File: config.mk
export PLATFORM = sky130hd
export DESIGN_NAME = fcpwm_top
export DESIGN_NICKNAME = d
export VERILOG_FILES = /design/src/fcpwm_sync.v /design/src/fcpwm_channel.v /design/src/fcpwm_top.v
export VERILOG_INCLUDE_DIRS = /design/src /design/src/src
export SDC_FILE = /design/constraint.sdc
export NUM_CORES = 1
export LEC_CHECK = 0
export BUFFER_PORTS_ARGS = -buffer_cell sky130_fd_sc_hd__buf_2
export CORE_MARGIN = 2
export CORE_UTILIZATION = 35
export CTS_CLUSTER_DIAMETER = 60
export DETAILED_ROUTE_END_ITERATION = 7
export HOLD_SLACK_MARGIN = 0.15
export PLACE_DENSITY = 0.6
export SKIP_LAST_GASP = 1
export SYNTH_ARGS = -nofsm -noshare
export SYNTH_HDL_FRONTEND = slang
export SYNTH_SLANG_ARGS = --single-unit
export TNS_END_PERCENT = 30
File: constraint.sdc
create_clock -name ref_clk_in -period 6 [get_ports ref_clk_in]
set_input_delay 0 -clock ref_clk_in [delete_from_list [all_inputs] [get_ports ref_clk_in]]
set_output_delay 0 -clock ref_clk_in [all_outputs]
set_load 0.005 [all_outputs]
File: src/fcpwm_defines.vh
// register offsets, field positions, widths and reset values of the pwm
`ifndef FCPWM_DEFINES_VH
`define FCPWM_DEFINES_VH

// widths
`define FCPWM_CNT_W         10
`define FCPWM_CH_N          4
`define FCPWM_ADDR_W        8
`define FCPWM_DATA_W        8

// register offsets on the plain register port
`define FCPWM_PERIOD_HI     8'hD1
`define FCPWM_CH0_HI        8'hD2
`define FCPWM_CH1_HI        8'hD3
`define FCPWM_CH2_HI        8'hD4
`define FCPWM_CH3_HI        8'hD5
`define FCPWM_PERIOD_LO     8'hD9
`define FCPWM_CH0_LO        8'hDA
`define FCPWM_CH1_LO        8'hDB
`define FCPWM_GEN_CTRL      8'hDC
`define FCPWM_CH2_LO        8'hDD
`define FCPWM_CH3_LO        8'hDE
`define FCPWM_BRAKE_CTRL    8'hDF
`define FCPWM_BRAKE_STAT    8'hE3
`define FCPWM_IRQ_STAT      8'hF0
`define FCPWM_IRQ_MASK      8'hF1

// generator_control fields
`define FCPWM_RUN_BIT       7
`define FCPWM_LOAD_BIT      6
`define FCPWM_UFLOW_BIT     5
`define FCPWM_CLR_BIT       4

// brake_control fields
`define FCPWM_BSEL_BIT      7
`define FCPWM_BPOL_BIT      6
`define FCPWM_BRAKE_PIN_ENABLE_BIT      5
`define FCPWM_BEN_BIT       4

// brake status and interrupt fields
`define FCPWM_BFLAG_BIT     0
`define FCPWM_IRQ_UFLOW_BIT 0
`define FCPWM_IRQ_BRAKE_BIT 1
`define FCPWM_IRQ_W         2

// reset values
`define FCPWM_GEN_RST       8'h00
`define FCPWM_BRAKE_RST     8'h00
`define FCPWM_CNT_RST       10'h000
`define FCPWM_PERIOD_RST    10'h3FF
`define FCPWM_CMP_RST       10'h000

`endif

File: src/fcpwm_sync.v
// two flip-flop synchroniser for the brake input pin
`timescale 1ns/1ps
`default_nettype none

module fcpwm_sync (
   input  wire ref_clk_in,
   input  wire rst_in,
   input  wire async_in,
   output reg  sync_out
);

   reg meta;

   // first stage feeds only the second stage
   always @(posedge ref_clk_in) begin
      if (rst_in) begin
         meta     <= 1'b0;
         sync_out <= 1'b0;
      end else begin
         meta     <= async_in;
         sync_out <= meta;
      end
   end

endmodule // fcpwm_sync

`default_nettype wire

File: src/fcpwm_channel.v
// one pwm channel: compare, inversion and brake override onto the pin
`timescale 1ns/1ps
`default_nettype none

module fcpwm_channel #(
   parameter CNT_W = 10
) (
   input  wire             ref_clk_in,
   input  wire             rst_in,
   input  wire [CNT_W-1:0] count_in,
   input  wire [CNT_W-1:0] compare_in,
   input  wire             invert_in,
   input  wire             brake_in,
   input  wire             brake_level_in,
   output reg              pwm_out
);

   reg  raw;
   wire gen_level;

   // raw level is high while the counter sits below the compare value;
   // a stopped counter freezes it, which is what brake release restores
   always @(posedge ref_clk_in) begin
      if (rst_in) begin
         raw <= 1'b0;
      end else begin
         raw <= (count_in < compare_in);
      end
   end

   assign gen_level = raw ^ invert_in;

   // brake override last, so a release shows the generator at once
   always @(posedge ref_clk_in) begin
      if (rst_in) begin
         pwm_out <= 1'b0;
      end else if (brake_in) begin
         pwm_out <= brake_level_in;
      end else begin
         pwm_out <= gen_level;
      end
   end

endmodule // fcpwm_channel

`default_nettype wire

File: src/fcpwm_top.v
// four channel pwm with shared down counter, buffered reload and brake
//
// Decided for this implementation: strobed register access.
`timescale 1ns/1ps
`default_nettype none
`include "fcpwm_defines.vh"

// Behaviour
// counter runs only while run bit set
// load bit copies holding values at underflow
// load bit clears itself next cycle
// underflow sets sticky flag, software clears
// clear bit zeroes counter, then self clears
// invert bits flip each channel output
// ten-bit values split low byte, high bits
// polarity bit picks active brake pin level
// brake enable zero means never brake
// braked outputs take per-channel level bits
// mode 00: software brake, counter keeps running
// mode 01: brake only while stopped
// mode 10: pin brake stops run, sets flag
// pin brake release needs pin idle, enable off
// mode 11: no brake at all
// down count, reload at underflow, compare
module fcpwm_top (
   input  wire                     ref_clk_in,
   input  wire                     rst_in,
   input  wire [`FCPWM_ADDR_W-1:0] reg_addr_in,
   input  wire [`FCPWM_DATA_W-1:0] reg_wdata_in,
   input  wire                     reg_wr_in,
   input  wire                     reg_rd_in,
   input  wire                     brake_input_pin_in,
   output reg  [`FCPWM_DATA_W-1:0] reg_rdata_out,
   output wire [`FCPWM_CH_N-1:0]   pwm_out,
   output reg                      irq_out
);

   localparam CW = `FCPWM_CNT_W;
   localparam NC = `FCPWM_CH_N;
   // whole reset byte kept so single fields are picked by bit select
   localparam [`FCPWM_DATA_W-1:0] GEN_RST = `FCPWM_GEN_RST;

   ////////////////////////////////////////////////////////////////////////
   // register state

   reg          run_control;
   reg          load_request;
   reg          load_pending;
   reg          underflow_flag;
   reg          counter_clear;
   reg [NC-1:0] ch_invert;
   reg          brake_select;
   reg          brake_polarity;
   reg          brake_pin_enable;
   reg          brake_enable;
   reg [NC-1:0] ch_brake_level;
   reg          pin_brake_flag;
   reg          pin_brake_latch;
   reg [`FCPWM_IRQ_W-1:0] irq_status;
   reg [`FCPWM_IRQ_W-1:0] irq_mask;

   // holding values written by software, working values used by the
   // counter; channel n sits in bits n*CW+CW-1 down to n*CW
   reg [CW-1:0]    period_value;
   reg [NC*CW-1:0] channel_compare_value;
   reg [CW-1:0]    period_work;
   reg [NC*CW-1:0] compare_work;
   reg [CW-1:0]    count;

   wire pin_sync;
   wire pin_active;
   wire uflow_evt;
   wire sw_brake;
   wire stop_brake;
   wire pin_brake_on;
   wire pin_mode;
   wire brake;

   reg  [`FCPWM_DATA_W-1:0] next_rdata;
   reg  [`FCPWM_IRQ_W-1:0]  next_irq_status;

   ////////////////////////////////////////////////////////////////////////
   // helpers

   // channel index of a low-byte compare offset, or NC when none
   function [2:0] lo_index;
      input [`FCPWM_ADDR_W-1:0] a;
      begin
         case (a)
            `FCPWM_CH0_LO: lo_index = 3'h0;
            `FCPWM_CH1_LO: lo_index = 3'h1;
            `FCPWM_CH2_LO: lo_index = 3'h2;
            `FCPWM_CH3_LO: lo_index = 3'h3;
            default:       lo_index = 3'h4;
         endcase
      end
   endfunction

   // channel index of a high-bits compare offset, or NC when none
   function [2:0] hi_index;
      input [`FCPWM_ADDR_W-1:0] a;
      begin
         case (a)
            `FCPWM_CH0_HI: hi_index = 3'h0;
            `FCPWM_CH1_HI: hi_index = 3'h1;
            `FCPWM_CH2_HI: hi_index = 3'h2;
            `FCPWM_CH3_HI: hi_index = 3'h3;
            default:       hi_index = 3'h4;
         endcase
      end
   endfunction

   wire [2:0] wr_lo = lo_index(reg_addr_in);
   wire [2:0] wr_hi = hi_index(reg_addr_in);
   wire       wr_gen = reg_wr_in && (reg_addr_in == `FCPWM_GEN_CTRL);
   wire       wr_brk = reg_wr_in && (reg_addr_in == `FCPWM_BRAKE_CTRL);
   wire       wr_bst = reg_wr_in && (reg_addr_in == `FCPWM_BRAKE_STAT);

   ////////////////////////////////////////////////////////////////////////
   // brake pin and brake decision

   fcpwm_sync u_pin_sync (
      .ref_clk_in (ref_clk_in),
      .rst_in     (rst_in),
      .async_in   (brake_input_pin_in),
      .sync_out   (pin_sync)
   );

   // active level of the pin chosen by software
   assign pin_active = brake_polarity ? pin_sync : ~pin_sync;

   // decode of the two mode bits, all gated by brake enable
   assign sw_brake = brake_enable && !brake_pin_enable
                     && !brake_select;
   assign stop_brake = brake_enable && !brake_pin_enable
                       && brake_select && !run_control;
   assign pin_mode = brake_enable && brake_pin_enable
                     && !brake_select;
   // pin brake holds on after the pin goes idle until enable drops
   assign pin_brake_on = pin_mode
                         && (pin_active || pin_brake_latch);
   assign brake = sw_brake || stop_brake || pin_brake_on;

   // latch of an observed pin brake; release needs enable off and pin idle
   always @(posedge ref_clk_in) begin
      if (rst_in) begin
         pin_brake_latch <= 1'b0;
      end else if (pin_mode && pin_active) begin
         pin_brake_latch <= 1'b1;
      end else if (!brake_enable && !pin_active) begin
         pin_brake_latch <= 1'b0;
      end
   end

   ////////////////////////////////////////////////////////////////////////
   // shared down counter and buffered reload

   assign uflow_evt = run_control && !counter_clear
                      && (count == {CW{1'b0}});

   // clear beats counting; reload takes the new period when a load waits
   always @(posedge ref_clk_in) begin
      if (rst_in) begin
         count        <= `FCPWM_CNT_RST;
         period_work  <= `FCPWM_PERIOD_RST;
         compare_work <= {NC{`FCPWM_CMP_RST}};
         load_pending <= 1'b0;
      end else begin
         if (counter_clear) begin
            count <= {CW{1'b0}};
         end else if (uflow_evt) begin
            if (load_pending) begin
               count <= period_value;
            end else begin
               count <= period_work;
            end
         end else if (run_control) begin
            count <= count - {{(CW-1){1'b0}}, 1'b1};
         end
         // working copies change only on an underflow with a load waiting
         if (uflow_evt && load_pending) begin
            period_work  <= period_value;
            compare_work <= channel_compare_value;
            load_pending <= 1'b0;
         end else if (load_request) begin
            load_pending <= 1'b1;
         end
      end
   end

   ////////////////////////////////////////////////////////////////////////
   // software writes and hardware side effects

   always @(posedge ref_clk_in) begin
      if (rst_in) begin
         run_control      <= GEN_RST[`FCPWM_RUN_BIT];
         load_request     <= 1'b0;
         underflow_flag   <= 1'b0;
         counter_clear    <= 1'b0;
         ch_invert        <= {NC{1'b0}};
         brake_select     <= 1'b0;
         brake_polarity   <= 1'b0;
         brake_pin_enable <= 1'b0;
         brake_enable     <= 1'b0;
         ch_brake_level   <= {NC{1'b0}};
         pin_brake_flag   <= 1'b0;
         period_value     <= `FCPWM_PERIOD_RST;
         channel_compare_value <= {NC{`FCPWM_CMP_RST}};
      end else begin
         // pin brake forces the run bit low, even against a write
         if (pin_brake_on) begin
            run_control <= 1'b0;
         end else if (wr_gen) begin
            run_control <= reg_wdata_in[`FCPWM_RUN_BIT];
         end
         // self clearing strobes: visible for one cycle only
         load_request  <= wr_gen && reg_wdata_in[`FCPWM_LOAD_BIT];
         counter_clear <= wr_gen && reg_wdata_in[`FCPWM_CLR_BIT];
         if (wr_gen) begin
            ch_invert <= reg_wdata_in[NC-1:0];
         end
         // underflow flag: write 0 clears, a same-cycle event wins
         if (uflow_evt) begin
            underflow_flag <= 1'b1;
         end else if (wr_gen && !reg_wdata_in[`FCPWM_UFLOW_BIT]) begin
            underflow_flag <= 1'b0;
         end
         if (wr_brk) begin
            brake_select     <= reg_wdata_in[`FCPWM_BSEL_BIT];
            brake_polarity   <= reg_wdata_in[`FCPWM_BPOL_BIT];
            brake_pin_enable <= reg_wdata_in[`FCPWM_BRAKE_PIN_ENABLE_BIT];
            brake_enable     <= reg_wdata_in[`FCPWM_BEN_BIT];
            ch_brake_level   <= reg_wdata_in[NC-1:0];
         end
         // pin brake flag, software clears it by writing 0
         if (pin_brake_on) begin
            pin_brake_flag <= 1'b1;
         end else if (wr_bst && !reg_wdata_in[`FCPWM_BFLAG_BIT]) begin
            pin_brake_flag <= 1'b0;
         end
         // ten-bit holding values written a byte or two bits at a time
         if (reg_wr_in && reg_addr_in == `FCPWM_PERIOD_LO) begin
            period_value[7:0] <= reg_wdata_in;
         end
         if (reg_wr_in && reg_addr_in == `FCPWM_PERIOD_HI) begin
            period_value[CW-1:8] <= reg_wdata_in[CW-9:0];
         end
         if (reg_wr_in && wr_lo < NC) begin
            channel_compare_value[wr_lo*CW +: 8] <= reg_wdata_in;
         end
         if (reg_wr_in && wr_hi < NC) begin
            channel_compare_value[wr_hi*CW+8 +: CW-8] <=
               reg_wdata_in[CW-9:0];
         end
      end
   end

   ////////////////////////////////////////////////////////////////////////
   // interrupt status, mask and output

   always @* begin
      next_irq_status = irq_status;
      if (reg_wr_in && reg_addr_in == `FCPWM_IRQ_STAT) begin
         next_irq_status = irq_status & ~reg_wdata_in[`FCPWM_IRQ_W-1:0];
      end
      // set after clear so a coincident event is kept
      if (uflow_evt) begin
         next_irq_status[`FCPWM_IRQ_UFLOW_BIT] = 1'b1;
      end
      if (pin_brake_on && !pin_brake_flag) begin
         next_irq_status[`FCPWM_IRQ_BRAKE_BIT] = 1'b1;
      end
   end

   // output registered, so it follows the status by one cycle
   always @(posedge ref_clk_in) begin
      if (rst_in) begin
         irq_status <= {`FCPWM_IRQ_W{1'b0}};
         irq_mask   <= {`FCPWM_IRQ_W{1'b0}};
         irq_out    <= 1'b0;
      end else begin
         irq_status <= next_irq_status;
         if (reg_wr_in && reg_addr_in == `FCPWM_IRQ_MASK) begin
            irq_mask <= reg_wdata_in[`FCPWM_IRQ_W-1:0];
         end
         irq_out <= |(irq_status & irq_mask);
      end
   end

   ////////////////////////////////////////////////////////////////////////
   // read path: data stand only in the cycle after the strobe

   always @* begin
      next_rdata = {`FCPWM_DATA_W{1'b0}};
      case (reg_addr_in)
         `FCPWM_GEN_CTRL: begin
            next_rdata = {run_control, load_request, underflow_flag,
                          counter_clear, ch_invert};
         end
         `FCPWM_BRAKE_CTRL: begin
            next_rdata = {brake_select, brake_polarity, brake_pin_enable,
                          brake_enable, ch_brake_level};
         end
         `FCPWM_BRAKE_STAT: begin
            next_rdata[`FCPWM_BFLAG_BIT] = pin_brake_flag;
         end
         `FCPWM_PERIOD_LO: begin
            next_rdata = period_value[7:0];
         end
         `FCPWM_PERIOD_HI: begin
            next_rdata[CW-9:0] = period_value[CW-1:8];
         end
         `FCPWM_IRQ_STAT: begin
            next_rdata[`FCPWM_IRQ_W-1:0] = irq_status;
         end
         `FCPWM_IRQ_MASK: begin
            next_rdata[`FCPWM_IRQ_W-1:0] = irq_mask;
         end
         default: begin
            // compare registers; anything unmapped reads zero
            if (wr_lo < NC) begin
               next_rdata = channel_compare_value[wr_lo*CW +: 8];
            end else if (wr_hi < NC) begin
               next_rdata[CW-9:0] =
                  channel_compare_value[wr_hi*CW+8 +: CW-8];
            end
         end
      endcase
   end

   always @(posedge ref_clk_in) begin
      if (rst_in) begin
         reg_rdata_out <= {`FCPWM_DATA_W{1'b0}};
      end else if (reg_rd_in) begin
         reg_rdata_out <= next_rdata;
      end else begin
         reg_rdata_out <= {`FCPWM_DATA_W{1'b0}};
      end
   end

   ////////////////////////////////////////////////////////////////////////
   // channels

   genvar gi;
   generate
      for (gi = 0; gi < NC; gi = gi + 1) begin : g_ch
         fcpwm_channel #(
            .CNT_W (CW)
         ) u_ch (
            .ref_clk_in     (ref_clk_in),
            .rst_in         (rst_in),
            .count_in       (count),
            .compare_in     (compare_work[gi*CW +: CW]),
            .invert_in      (ch_invert[gi]),
            .brake_in       (brake),
            .brake_level_in (ch_brake_level[gi]),
            .pwm_out        (pwm_out[gi])
         );
      end
   endgenerate

endmodule // fcpwm_top

`default_nettype wire

==> results of run 1 <==
[worst min-delay path by stage]
| stage | slack, ps | cells past startpoint | to |
|---|---|---|---|
| after floorplan | 130 | 1 | u_pin_sync.meta$_SDFF_PP0_ |
| after global placement | 210 | 2 | u_pin_sync.meta$_SDFF_PP0_ |
| after detailed placement | 210 | 2 | u_pin_sync.meta$_SDFF_PP0_ |
| after CTS | 160 | 5 | irq_mask[1]$_SDFFE_PP0P_ |
| after global routing | 200 | 5 | irq_mask[1]$_SDFFE_PP0P_ |
| final | 170 | 5 | irq_mask[1]$_SDFFE_PP0P_ |
[registers in the layout (all words and copies together) (netlist names), 8 cells and up]
| register | flops |
|---|---|
| channel_compare_value | 40 |
| compare_work | 40 |
| count | 10 |
| period_value | 10 |
| period_work | 10 |
| reg_rdata_out | 8 |
[metrics by stage]
| step | total power, µW | worst slack [ps] |
|---|---|---|
| after floorplan | 1110 | 3060 |
| after global placement | 1140 | 2330 |
| after detailed placement | 1140 | 2260 |
| after CTS | 2240 | 2320 |
| after global routing | 2300 | 1950 |
| final | 2230 | 2180 |
[layout make-up]
class                   instances  area share
clock buffers                  17      0.0444
clock inverters                14      0.0176
inverters                      55      0.0215
multi-input cells             777       0.517
flip-flops and latches        152       0.317
well taps                     324      0.0423
repair buffers                 56      0.0402
[routing by layer]
metal / share of wire / up-vias / GRT usage / routed length, µm
met4: 0.025 / 0 / 0.0782 / 672
met3: 0.080 / 43 / 0.0483 / 2150
li1: - / 3726 / - / -
met5: 0 / - / 0 / 0
met1: 0.45 / 3690 / 0.291 / 12000
met2: 0.45 / 312 / 0.321 / 11900
[power by group]
| part | internal (µW) | switching (µW) | leakage [µW] |
|---|---|---|---|
| clock network | 621 | 477 | 0.000273 |
| registers | 1010 | 1.37 | 0.00123 |
| logic | 35.9 | 86.3 | 0.00189 |
[cell usage after synthesis, types with 6 or more instances]
cell type  number  area (µm²)
a211o_1        12         105
a211oi_1       16         120
a21boi_0        6        45.0
a21oi_1        77         385
a22o_1          6        52.6
a22oi_1         9        67.6
a31oi_1         9        56.3
and2_1          7        43.8
and3_1         19         119
buf_1           8        30.0
buf_2          16        80.1
clkbuf_1       41         154
dfxtp_1       152        3040
ha_1           44         551
inv_1          55         206
mux2_2         13         146
mux2i_1        58         581
nand2_1       155         582
nand2b_1       12        75.1
nand3_1        16        80.1
nand3b_1       11        82.6
nand4_1        11        68.8
nor2_1         93         349
nor2b_1        16         100
nor3_1         32         160
nor3b_1         6        45.0
nor4_1          6        37.5
o21ai_0        43         215
o22ai_1        10        62.6
o31ai_1         9        67.6
xnor2_1         9        78.8
[repair_timing]
action / CTS / global route
hold buffers: 18 / 0
setup buffers: 0 / 0
hold endpoints to repair: 67 / 0
[logic make-up after synthesis]
group	after synthesis
simple gates	414
compound gates	232
flops	152
buf+inv	125
mux	73
fa+ha+maj	44
xor+xnor	12
other cells	2
[worst min-delay path, stage by stage]
cell and delay, ps:
buf_2 110, nand4_1 130, nor4_1 120, mux2i_1 130
nor2_1 70
==> summary.md, run 1 <==
| Metric | Value |
|---|---|
| Status | `completed` |
| Vias per cell | `5.57` |
| # IOs | `34` |
| Layout Nets | `1124` |
| Share of layout cells above drive strength 1 | `0.0896` |
| Worst Reg-to-Reg Cells | `8` |
| Filler cells | `2498` |
| Util after Layout | `0.398` |
| Post-Place Cells | `1346` |
| Register area | `3040 µm²` |
| Num Clock Sinks | `152` |
| Setup TNS | `0 ps` |
| Number of cells on the critical path | `14` |
| Final setup violation count | `0` |
| Reg-to-reg endpoint | `count[1]$_SDFFE_PP0P_` |
| Lkg Pwr | `0.00339 µW` |
| GRT overflow | `0` |
| WP data arrival | `4110 ps` |
| RSZ-0062 raised after global routing | `false` |
| Least-Margin Pin Slew | `1000 ps` |
| Worst endpoint required time | `6290 ps` |
| CTS clk-pin slew, worst paths | `70 ps` |
| Main combinational cell family by area after synthesis | `simple AND/OR/NAND/NOR gates` |
| PwrDens | `233 nW/µm²` |
| Mux contribution to synthesized area | `0.0907` |
| Critical-path cell list | `dlygate4sd3_1 > buf_2 > xnor2_1 > nor4b_2 > inv_1 > ha_1 > nand3_1 > ha_1 > and3b_1 > nand4_1 > or2_2 > nor4_1 > mux2i_1 > nor2_1` |
| Final worst-path cycle share | `0.636` |
| Total GRT Usage | `0.211` |
| Final Skew | `9.83 ps` |
| Simple-Gate Fraction of Synth Area | `0.239` |
| Starting density of the core | `0.353` |
| Ys Warns | `0` |
| Sequential share of the synthesized area | `0.358` |
| Hold path startpoint | `reg_addr_in[5]` |
| Largest stage delay, worst path | `520 ps` |
| H-tree depth | `4` |
| Die H | `160 µm` |
| Worst path bufs/invs | `3` |
| CTS root buf | `clkbuf_16` |
| Via count | `7771` |
| Input/output buffers | `33` |
| FF-to-FF Start | `count[0]$_SDFFE_PP0P_` |
| Wire length per cell | `19.1 µm` |
| Row cnt | `57` |
| Final HPWL DP | `19000 µm` |
| 1st-pass router iterations | `5` |
| Fmax | `262 MHz` |
| Maximum vdd ir drop | `182 µV` |
| Crit. Startpoint | `reg_addr_in[1]` |
| Hold crit path type | `in2reg` |
| WHS | `170 ps` |
| Final GP Congestion | `0.954` |
| Hold Vio Cnt, Final | `0` |
| Clock Latency Late Sink | `430 ps` |
| Num CTS Buffers | `17` |
| Commonest non-fill, non-tap cell in the layout | `nand2_1` |
| Area Growth Syn to Fin | `12.7%` |
| Drt drc | `0` |
| Avg Inst Size Synth | `8.07 µm²` |
| Vias in the first global route | `7414` |
| First-pass GRT wire length | `41900 µm` |
| Placed cell area | `8820 µm²` |
| Worst-path fanout max | `27` |
| WL final | `26700 µm` |
| Die X-Extent | `160 µm` |
| Core ar. | `24100 µm²` |
| Synth Flop Type | `dfxtp_1` |
| Synth Cell Area | `8510 µm²` |
| Worst R2R Setup Slack | `3090 ps` |
| Post-layout min period | `3820 ps` |
| Ant. Diodes | `0` |
| Number of max-cap violations | `0` |
| Post-synthesis register bit count | `152` |
| Largest net degree at the start of global routing | `71` |
| Finished Layout Cells | `1395` |
| Critical-path top delay cell | `dlygate4sd3_1` |
| Startpoint types | `input port` |
| Number of flops mapped to enable cells by yosys | `0` |
| Post-route ant nets | `0` |
| Critical path's most frequent cell | `ha_1` |
| Starting DRT DRC Count | `807` |
| Worst Setup EP | `channel_compare_value[7]$_SDFF_PP0_` |
| Compound-Gate Fraction of Synth Area | `0.175` |
| Synthesized instance count | `1054` |
| Commonest non-fill, non-tap cells in the layout | `nand2_1 (155), dfxtp_1 (152), nor2_1 (93), a21oi_1 (77), mux2i_1 (58)` |
| Post-Syn Nets | `1119` |
| CP delay by family, top | `simple AND/OR/NAND/NOR gates` |
| Relative slew slack | `0.331` |
| Crit Path Category | `in2reg` |
| Xor/xnor share of the synthesized area | `0.0124` |
| Synth cell types | `65` |
| Fin. max-slew vios | `0` |
| Cts repair resizes | `0` |
| Multi-input logic area | `4960 µm²` |
| Initial antenna violation count | `0` |
| Adder-Cell Fraction of Synth Area | `0.0647` |
| DIE AREA | `25600 µm²` |
| Crit. End Element | `register` |
| Post-synth ARST share | `0` |
| Clk buf depth | `2` |
| Final instance area | `9590 µm²` |
| TritonCTS clock tree | `done` |
Power figures use the tool's default switching activity.
==> run 2, diff against run 1 <==
==> constraint.sdc (replaced) <==
create_clock -name ref_clk_in -period 4 [get_ports ref_clk_in]
set_input_delay 0 -clock ref_clk_in [delete_from_list [all_inputs] [get_ports ref_clk_in]]
set_output_delay 0 -clock ref_clk_in [all_outputs]
set_load 0.005 [all_outputs]
==> summary.md, run 2 (synthesis gave the netlist of run 1 again) <==
| Metric | Value |
|---|---|
| Status | `completed` |
| WP data arrival | `3790 ps (-320 ps)` |
| First-pass GRT wire length | `42200 µm (+0.79%)` |
| Row cnt | `57 (unchanged)` |
| GRT overflow | `0 (unchanged)` |
| Startpoint types | `input port` |
| Worst R2R Setup Slack | `1130 ps (-1960 ps)` |
| CTS clk-pin slew, worst paths | `80 ps (about the same)` |
| Commonest non-fill, non-tap cells in the layout | `nand2_1 (155), dfxtp_1 (152), nor2_1 (93), a21oi_1 (77), mux2i_1 (58)` |
| Post-route ant nets | `0 (unchanged)` |
| Worst-path fanout max | `27 (unchanged)` |
| Clk buf depth | `2 (unchanged)` |
| Ant. Diodes | `0 (unchanged)` |
| Vias per cell | `5.58 (+0.21%)` |
| Fmax | `289 MHz` |
| Vias in the first global route | `7259 (-2.1%)` |
| Setup bufs post-CTS | `0 (unchanged)` |
| Total GRT Usage | `0.213 (+0.00283)` |
| Starting DRT DRC Count | `841 (+4.2%)` |
| Core ar. | `24100 µm² (unchanged)` |
| Die H | `160 µm (unchanged)` |
| # IOs | `34 (unchanged)` |
| Drt drc | `0 (unchanged)` |
| Layout Nets | `1134 (+0.89%)` |
| Cts repair resizes | `0 (unchanged)` |
| Util after Layout | `0.400 (+0.00197)` |
| Worst Setup EP | `channel_compare_value[7]$_SDFF_PP0_` |
| Final setup violation count | `0 (unchanged)` |
| Starting density of the core | `0.353 (unchanged)` |
| Number of max-cap violations | `0 (unchanged)` |
| WL final | `27200 µm (+1.7%)` |
| Filler cells | `2508 (+0.40%)` |
| Lkg Pwr | `0.00344 µW (+1.5%)` |
| Num CTS Buffers | `17 (unchanged)` |
| Maximum vdd ir drop | `262 µV (+44%)` |
| CTS root buf | `clkbuf_16` |
| Num Clock Sinks | `152 (unchanged)` |
| Relative slew slack | `0.414 (+0.0830)` |
| Final worst slack | `534 ps (-1650 ps)` |
| RSZ-0062 raised after global routing | `false` |
| Hold crit path type | `in2reg` |
| Via count | `7849 (+1.0%)` |
| Final GP Congestion | `0.931 (-2.4%)` |
| TritonCTS clock tree | `done` |
| Pre-CTS setup slack | `700 ps (-1560 ps)` |
| Initial antenna violation count | `0 (unchanged)` |
| Final Skew | `12.4 ps (+2.61 ps)` |
| Commonest non-fill, non-tap cell in the layout | `nand2_1` |
| Crit. End Element | `register` |
| Input/output buffers | `33 (unchanged)` |
| Hold Vio Cnt, Final | `0 (unchanged)` |
| Post-layout min period | `3470 ps` |
| Fin. max-slew vios | `0 (unchanged)` |
| Crit. Startpoint | `reg_addr_in[1]` |
| Least-Margin Pin Slew | `878 ps (-125 ps)` |
| Die X-Extent | `160 µm (unchanged)` |
| Worst Reg-to-Reg Cells | `8 (unchanged)` |
| PwrDens | `341 nW/µm² (+47%)` |
| Worst endpoint required time | `4320 ps (-1970 ps)` |
| Final worst-path cycle share | `0.867` |
| Setup TNS | `0 ps (unchanged)` |
| Share of layout cells above drive strength 1 | `0.102 (+0.0120)` |
| Wire length per cell | `19.3 µm (+0.93%)` |
| H-tree depth | `4 (unchanged)` |
| Clock Latency Late Sink | `440 ps (about the same)` |
| Post-cts hold buffer count | `15 (-3)` |
| Largest registers | `channel_compare_value: 40 flops, compare_work: 40 flops` |
| FF-to-FF Start | `count[0]$_SDFFE_PP0P_` |
| DIE AREA | `25600 µm² (unchanged)` |
| Largest net degree at the start of global routing | `63 (-11%)` |
| Reg-to-reg endpoint | `compare_work[3]$_SDFFE_PP0P_` |
| Area Growth Syn to Fin | `13.3%` |
| 1st-pass router iterations | `5 (unchanged)` |
| Crit Path Category | `in2reg` |
| Final HPWL DP | `19800 µm (+4.2%)` |
| Pwr Total | `3290 µW (+47%)` |
==> run 2: changes by cell type in the layout (fill, tap and decap cells not counted) <==
cell           change
buf_4             +13
inv_8              +4
clkinvlp_4         -3
dlygate4sd3_1      -3
bufinv_16          -2
inv_6              +2
==> run 2: metrics by stage <==
step | hold WS, ps | instances | area, µm²
detailed placement | 225 | 1359 | 8910
global placement | 213 | 1359 | 8910
floorplan | 128 | 1054 | 8510
finish | 170 | 1406 | 9640
global route | 203 | 1406 | 9640
CTS | 164 | 1406 | 9640
==> run 2: how the worst min path moves through the flow <==
stage,start,to,slack (ps),cells after the start
after floorplan,brake_input_pin_in,u_pin_sync.meta$_SDFF_PP0_,130,1
after global routing,reg_wr_in,period_value[8]$_SDFFE_PP1P_,200,4
after detailed placement,brake_input_pin_in,u_pin_sync.meta$_SDFF_PP0_,230,2
after global placement,brake_input_pin_in,u_pin_sync.meta$_SDFF_PP0_,210,2
after CTS,reg_addr_in[5],irq_mask[0]$_SDFFE_PP0P_,160,5
final,reg_addr_in[5],irq_mask[0]$_SDFFE_PP0P_,170,5
==> run 2: cell type report <==
cell class	count	area, µm²	share of cell area
inverters	55	206	0.0214
well taps	324	405	0.0421
repair buffers	66	453	0.0470
multi-input cells	777	4960	0.514
flip-flops and latches	152	3040	0.316
clock buffers	17	425	0.0441
clock inverters	15	149	0.0154
==> run 2: power by group <==
group,internal [µW],leakage (µW),switching [µW]
registers,1510,0.00123,2.03
clock network,831,0.000278,758
logic,55.4,0.00194,128
==> run 2: routing by layer <==
layer	routed length, µm	GRT usage	up-vias
li1	-	-	3762
met2	12200	0.331	305
met5	0	0	-
met4	497	0.0663	0
met1	12600	0.303	3747
met3	1820	0.0353	35
==> run 2: worst max-delay path, cell delays in order <==
cell,delay [ps]
dlygate4sd3_1,520
buf_2,400
xnor2_1,250
nor4b_2,250
buf_4,180
inv_1,70
ha_1,270
nand3_1,110
ha_1,230
and3b_1,200
nand4_1,180
or2_2,370
nor4_1,440
mux2i_1,270
nor2_1,50
==> run 3, diff against run 2 <==
--- a/config.mk
+++ b/config.mk
@@ -6,10 +6,10 @@
 export SDC_FILE = /design/constraint.sdc
 export NUM_CORES = 1
 export LEC_CHECK = 0
+export ABC_AREA = 1
 export BUFFER_PORTS_ARGS = -buffer_cell sky130_fd_sc_hd__buf_2
 export CORE_MARGIN = 2
 export CORE_UTILIZATION = 35
-export CTS_CLUSTER_DIAMETER = 60
 export DETAILED_ROUTE_END_ITERATION = 7
 export HOLD_SLACK_MARGIN = 0.15
 export PLACE_DENSITY = 0.6
==> summary.md, run 3 <==
| Metric | Value |
|---|---|
| Ys Warns | `0 (unchanged)` |
| Worst Reg-to-Reg Cells | `12 (+4)` |
| Worst path bufs/invs | `5 (+1)` |
| Number of flops mapped to enable cells by yosys | `0 (unchanged)` |
| WP data arrival | `3240 ps (-550 ps)` |
| 1st-pass router iterations | `6 (+1)` |
| Number of max-cap violations | `0 (unchanged)` |
| RSZ-0062 raised after global routing | `false` |
| Post-layout min period | `2930 ps (-536 ps)` |
| Post-cts hold buffer count | `20 (+5)` |
| Synthesized instance count | `1266 (+20%)` |
| Net Sw Frac | `0.242 (-0.0284)` |
| Crit Path Category | `in2reg` |
| Least-Margin Pin Slew | `933 ps (+54.5 ps)` |
| Die X-Extent | `161 µm (+0.44%)` |
| Post-synth top area share | `0.354 (-0.00323)` |
| First-pass GRT wire length | `43300 µm (+2.6%)` |
| Input/output buffers | `33 (unchanged)` |
| Vias in the first global route | `7737 (+6.6%)` |
| CTS root buf | `clkbuf_16` |
| Final setup violation count | `0 (unchanged)` |
| Worst endpoint required time | `4310 ps (about the same)` |
| Hold path depth | `8 (+3)` |
| Largest registers | `channel_compare_value: 40 flops, compare_work: 40 flops` |
| Count leader, synth | `nand2_1` |
| Critical path's most frequent cell | `nand2_1` |
| Post-synthesis register bit count | `152 (unchanged)` |
| Combinational cell fraction of total power | `0.052 (-0.004)` |
| Setup bufs post-CTS | `0 (unchanged)` |
| Crit. End Element | `register` |
| DIE AREA | `25800 µm² (+0.89%)` |
| Commonest cells in the netlist | `nand2_1 (276), inv_1 (155), dfxtp_1 (152)` |
| Hold Vio Cnt, Final | `0 (unchanged)` |
| Util after Layout | `0.405 (+0.00519)` |
| Wire length per cell | `16.9 µm (-12%)` |
| Starting density of the core | `0.355 (+0.00217)` |
| Status | `completed` |
| Fin. max-slew vios | `0 (unchanged)` |
| Cts repair resizes | `0 (unchanged)` |
| Top cell type by total area after synthesis | `dfxtp_1` |
| Largest stage delay, worst path | `520 ps (about the same)` |
| Lkg Pwr | `0.00431 µW (+25%)` |
| Commonest non-fill, non-tap cell in the layout | `nand2_1` |
| Vias per cell | `5.19 (-7.1%)` |
| Hold path startpoint | `reg_addr_in[5]` |
| Starting DRT DRC Count | `626 (-26%)` |
| Clock Latency Late Sink | `430 ps (about the same)` |
| CTS clk-pin slew, worst paths | `70 ps (about the same)` |
| Post-synth ARST share | `0 (unchanged)` |
| Post-route ant nets | `0 (unchanged)` |
| Maximum vdd ir drop | `289 µV (+10%)` |
| Sequential share of the synthesized area | `0.354 (-0.00323)` |
| H-tree depth | `4 (unchanged)` |
| Clk buf depth | `2 (unchanged)` |
| Hold crit path type | `in2reg` |
| WL final | `27700 µm (+1.9%)` |
| Worst R2R Setup Slack | `1190 ps (+60 ps)` |
| FF-to-FF Start | `count[0]$_SDFFE_PP0P_` |
| # IOs | `34 (unchanged)` |
| Worst-path fanout max | `21 (-22%)` |
| Post-Syn Nets | `1331 (+19%)` |
| Die H | `161 µm (+0.44%)` |
| Core ar. | `24200 µm² (+0.30%)` |
| Largest net degree at the start of global routing | `59 (-6.3%)` |
| Synth Flop Type | `dfxtp_1` |
| Setup TNS | `0 ps (unchanged)` |
| Total GRT Usage | `0.217 (+0.00340)` |
| Critical-path top delay cell | `dlygate4sd3_1` |
| Worst Hold Path EP | `irq_status[0]$_SDFFE_PP0P_` |
| Num CTS Buffers | `17 (unchanged)` |
| Reg-to-reg endpoint | `count[7]$_SDFFE_PP0P_` |
| Area Growth Syn to Fin | `14.1%` |
| Switching pwr | `824 µW (-7.3%)` |
| Filler cells | `2518 (+0.40%)` |
| Synth cell types | `49 (-25%)` |
| Via count | `8472 (+7.9%)` |
| Final HPWL DP | `21200 µm (+7.1%)` |
| Clock power frac | `0.501 (+0.018)` |
| Layout Nets | `1361 (+20%)` |
| Share of layout cells above drive strength 1 | `0.0879 (-0.0138)` |
| Synth Cell Area | `8580 µm² (+0.91%)` |
| CP delay by family, top | `simple AND/OR/NAND/NOR gates` |
| Num Clock Sinks | `152 (unchanged)` |
| Critical-path cell list | `dlygate4sd3_1 > buf_2 > inv_1 > nand2_1 > nor2_1 > nand2_1 > nand2_2 > ha_1 > inv_1 > nand3_1 > nor2_2 > nand2_1 > o21ai_0 > nand2_1 > inv_1 > nor2_1` |
| Avg Inst Size Synth | `6.78 µm² (-16%)` |
| Final Skew | `15.9 ps (+3.44 ps)` |
| Ant. Diodes | `0 (unchanged)` |
| Cell Int Power | `2580 µW (+7.7%)` |
| Initial antenna violation count | `0 (unchanged)` |
| Startpoint types | `input port` |
| PwrDens | `348 nW/µm² (+2.0%)` |
| Row cnt | `57 (unchanged)` |
| Fmax | `341 MHz (+18%)` |
| Commonest non-fill, non-tap cells in the layout | `nand2_1 (275), inv_1 (154), dfxtp_1 (152), o21ai_0 (126), a21oi_1 (125)` |
| TritonCTS clock tree | `done` |
| Final worst-path cycle share | `0.732 (-0.134)` |
| GRT overflow | `0 (unchanged)` |
| Reg power frac | `0.447 (-0.014)` |
| Relative slew slack | `0.376 (-0.0386)` |
| Final GP Congestion | `0.995 (+7.0%)` |
| Main area contributors after synthesis | `dfxtp_1 (35%), nand2_1 (12%), o21ai_0 (7.3%)` |
| Drt drc | `0 (unchanged)` |
-- run 3: cell count changes in the layout (fill, tap and decap cells not counted), sizes merged, moves of 16 or more --
| cell | before | now |
|---|---|---|
| inv | 65 | 169 |
| o21ai | 43 | 132 |
| and3 | 19 | 0 |
| nand2 | 155 | 289 |
| nor2 | 94 | 131 |
| a21oi | 77 | 125 |
| nand3 | 16 | 63 |
| nor2b | 16 | 0 |
| mux2i | 58 | 0 |
-- run 3: per-stage QoR --
step / instances / hold WS, ps / worst slack (ps) / total power (µW) / cell area (µm²)
after floorplan: 1266 / 107 / 1840 / 1660 / 8580
after global placement: 1581 / 200 / 1300 / 1720 / 8970
after detailed placement: 1581 / 222 / 1190 / 1720 / 8970
after CTS: 1633 / 203 / 1140 / 3430 / 9790
after global routing: 1633 / 288 / 705 / 3510 / 9790
final: 1633 / 205 / 1070 / 3410 / 9790
-- run 3: layout make-up --
class / count / area [µm²] / share of cell area
flip-flops and latches: 152 / 3040 / 0.311
well taps: 324 / 405 / 0.0414
clock buffers: 18 / 439 / 0.0449
inverters: 164 / 616 / 0.0629
repair buffers: 58 / 403 / 0.0411
multi-input cells: 903 / 4700 / 0.480
clock inverters: 14 / 185 / 0.0189
-- run 3: how the worst max path moves through the flow --
stage | from | endpoint | slack, ps | cells past startpoint
2_1_floorplan | reg_addr_in[5] | channel_compare_value[14]$_SDFF_PP0_ | 1840 | 20
3_3_place_gp | count[0]$_SDFFE_PP0P_ | count[4]$_SDFFE_PP0P_ | 1300 | 12
3_5_place_dp | count[0]$_SDFFE_PP0P_ | count[3]$_SDFFE_PP0P_ | 1190 | 12
4_1_cts | reg_addr_in[2] | channel_compare_value[23]$_SDFF_PP0_ | 1140 | 16
5_1_grt | reg_addr_in[2] | channel_compare_value[23]$_SDFF_PP0_ | 710 | 16
6_report | reg_addr_in[2] | channel_compare_value[23]$_SDFF_PP0_ | 1070 | 16
-- run 3: power groups by stage --
stage / clock network [µW] / registers, µW / logic, µW
floorplan: 0 / 1550 / 104
global placement: 0 / 1560 / 162
detailed placement: 0 / 1560 / 163
CTS: 1730 / 1520 / 176
global route: 1790 / 1520 / 199
finish: 1710 / 1520 / 179
-- run 3: worst reg2reg max path, cell delays in order (launching register included) --
cell and delay (ps):
dfxtp_1 310, inv_1 150, ha_1 210, inv_1 40, nor2_1 80, nand2_1 80
nor2_1 130, nand2_1 130, nor3b_2 260, nand2_2 560, inv_2 470, nand2_1 150
a31oi_1 170
-- run 3: routing by layer --
metal / vias up / part of all wire / global-route usage
met5: - / 0 / 0
met4: 0 / 0.026 / 0.0782
met1: 3913 / 0.45 / 0.299
li1: 4235 / - / -
met2: 280 / 0.45 / 0.342
met3: 44 / 0.069 / 0.0351
-- run 3: logic make-up (layout without fill, tap and decap cells) --
kind of cell             count (synthesis)  after routing  synth area share
AO/OA/AOI/OAI                          323            323             0.207
AND/OR/NAND/NOR                        523            523             0.264
buffers and inverters                  211            254            0.0982
adder cells (fa/ha/maj)                 44             44            0.0641
flip-flops                             152            152             0.354
XOR/XNOR                                11             11            0.0112
other                                    2              2          0.000875
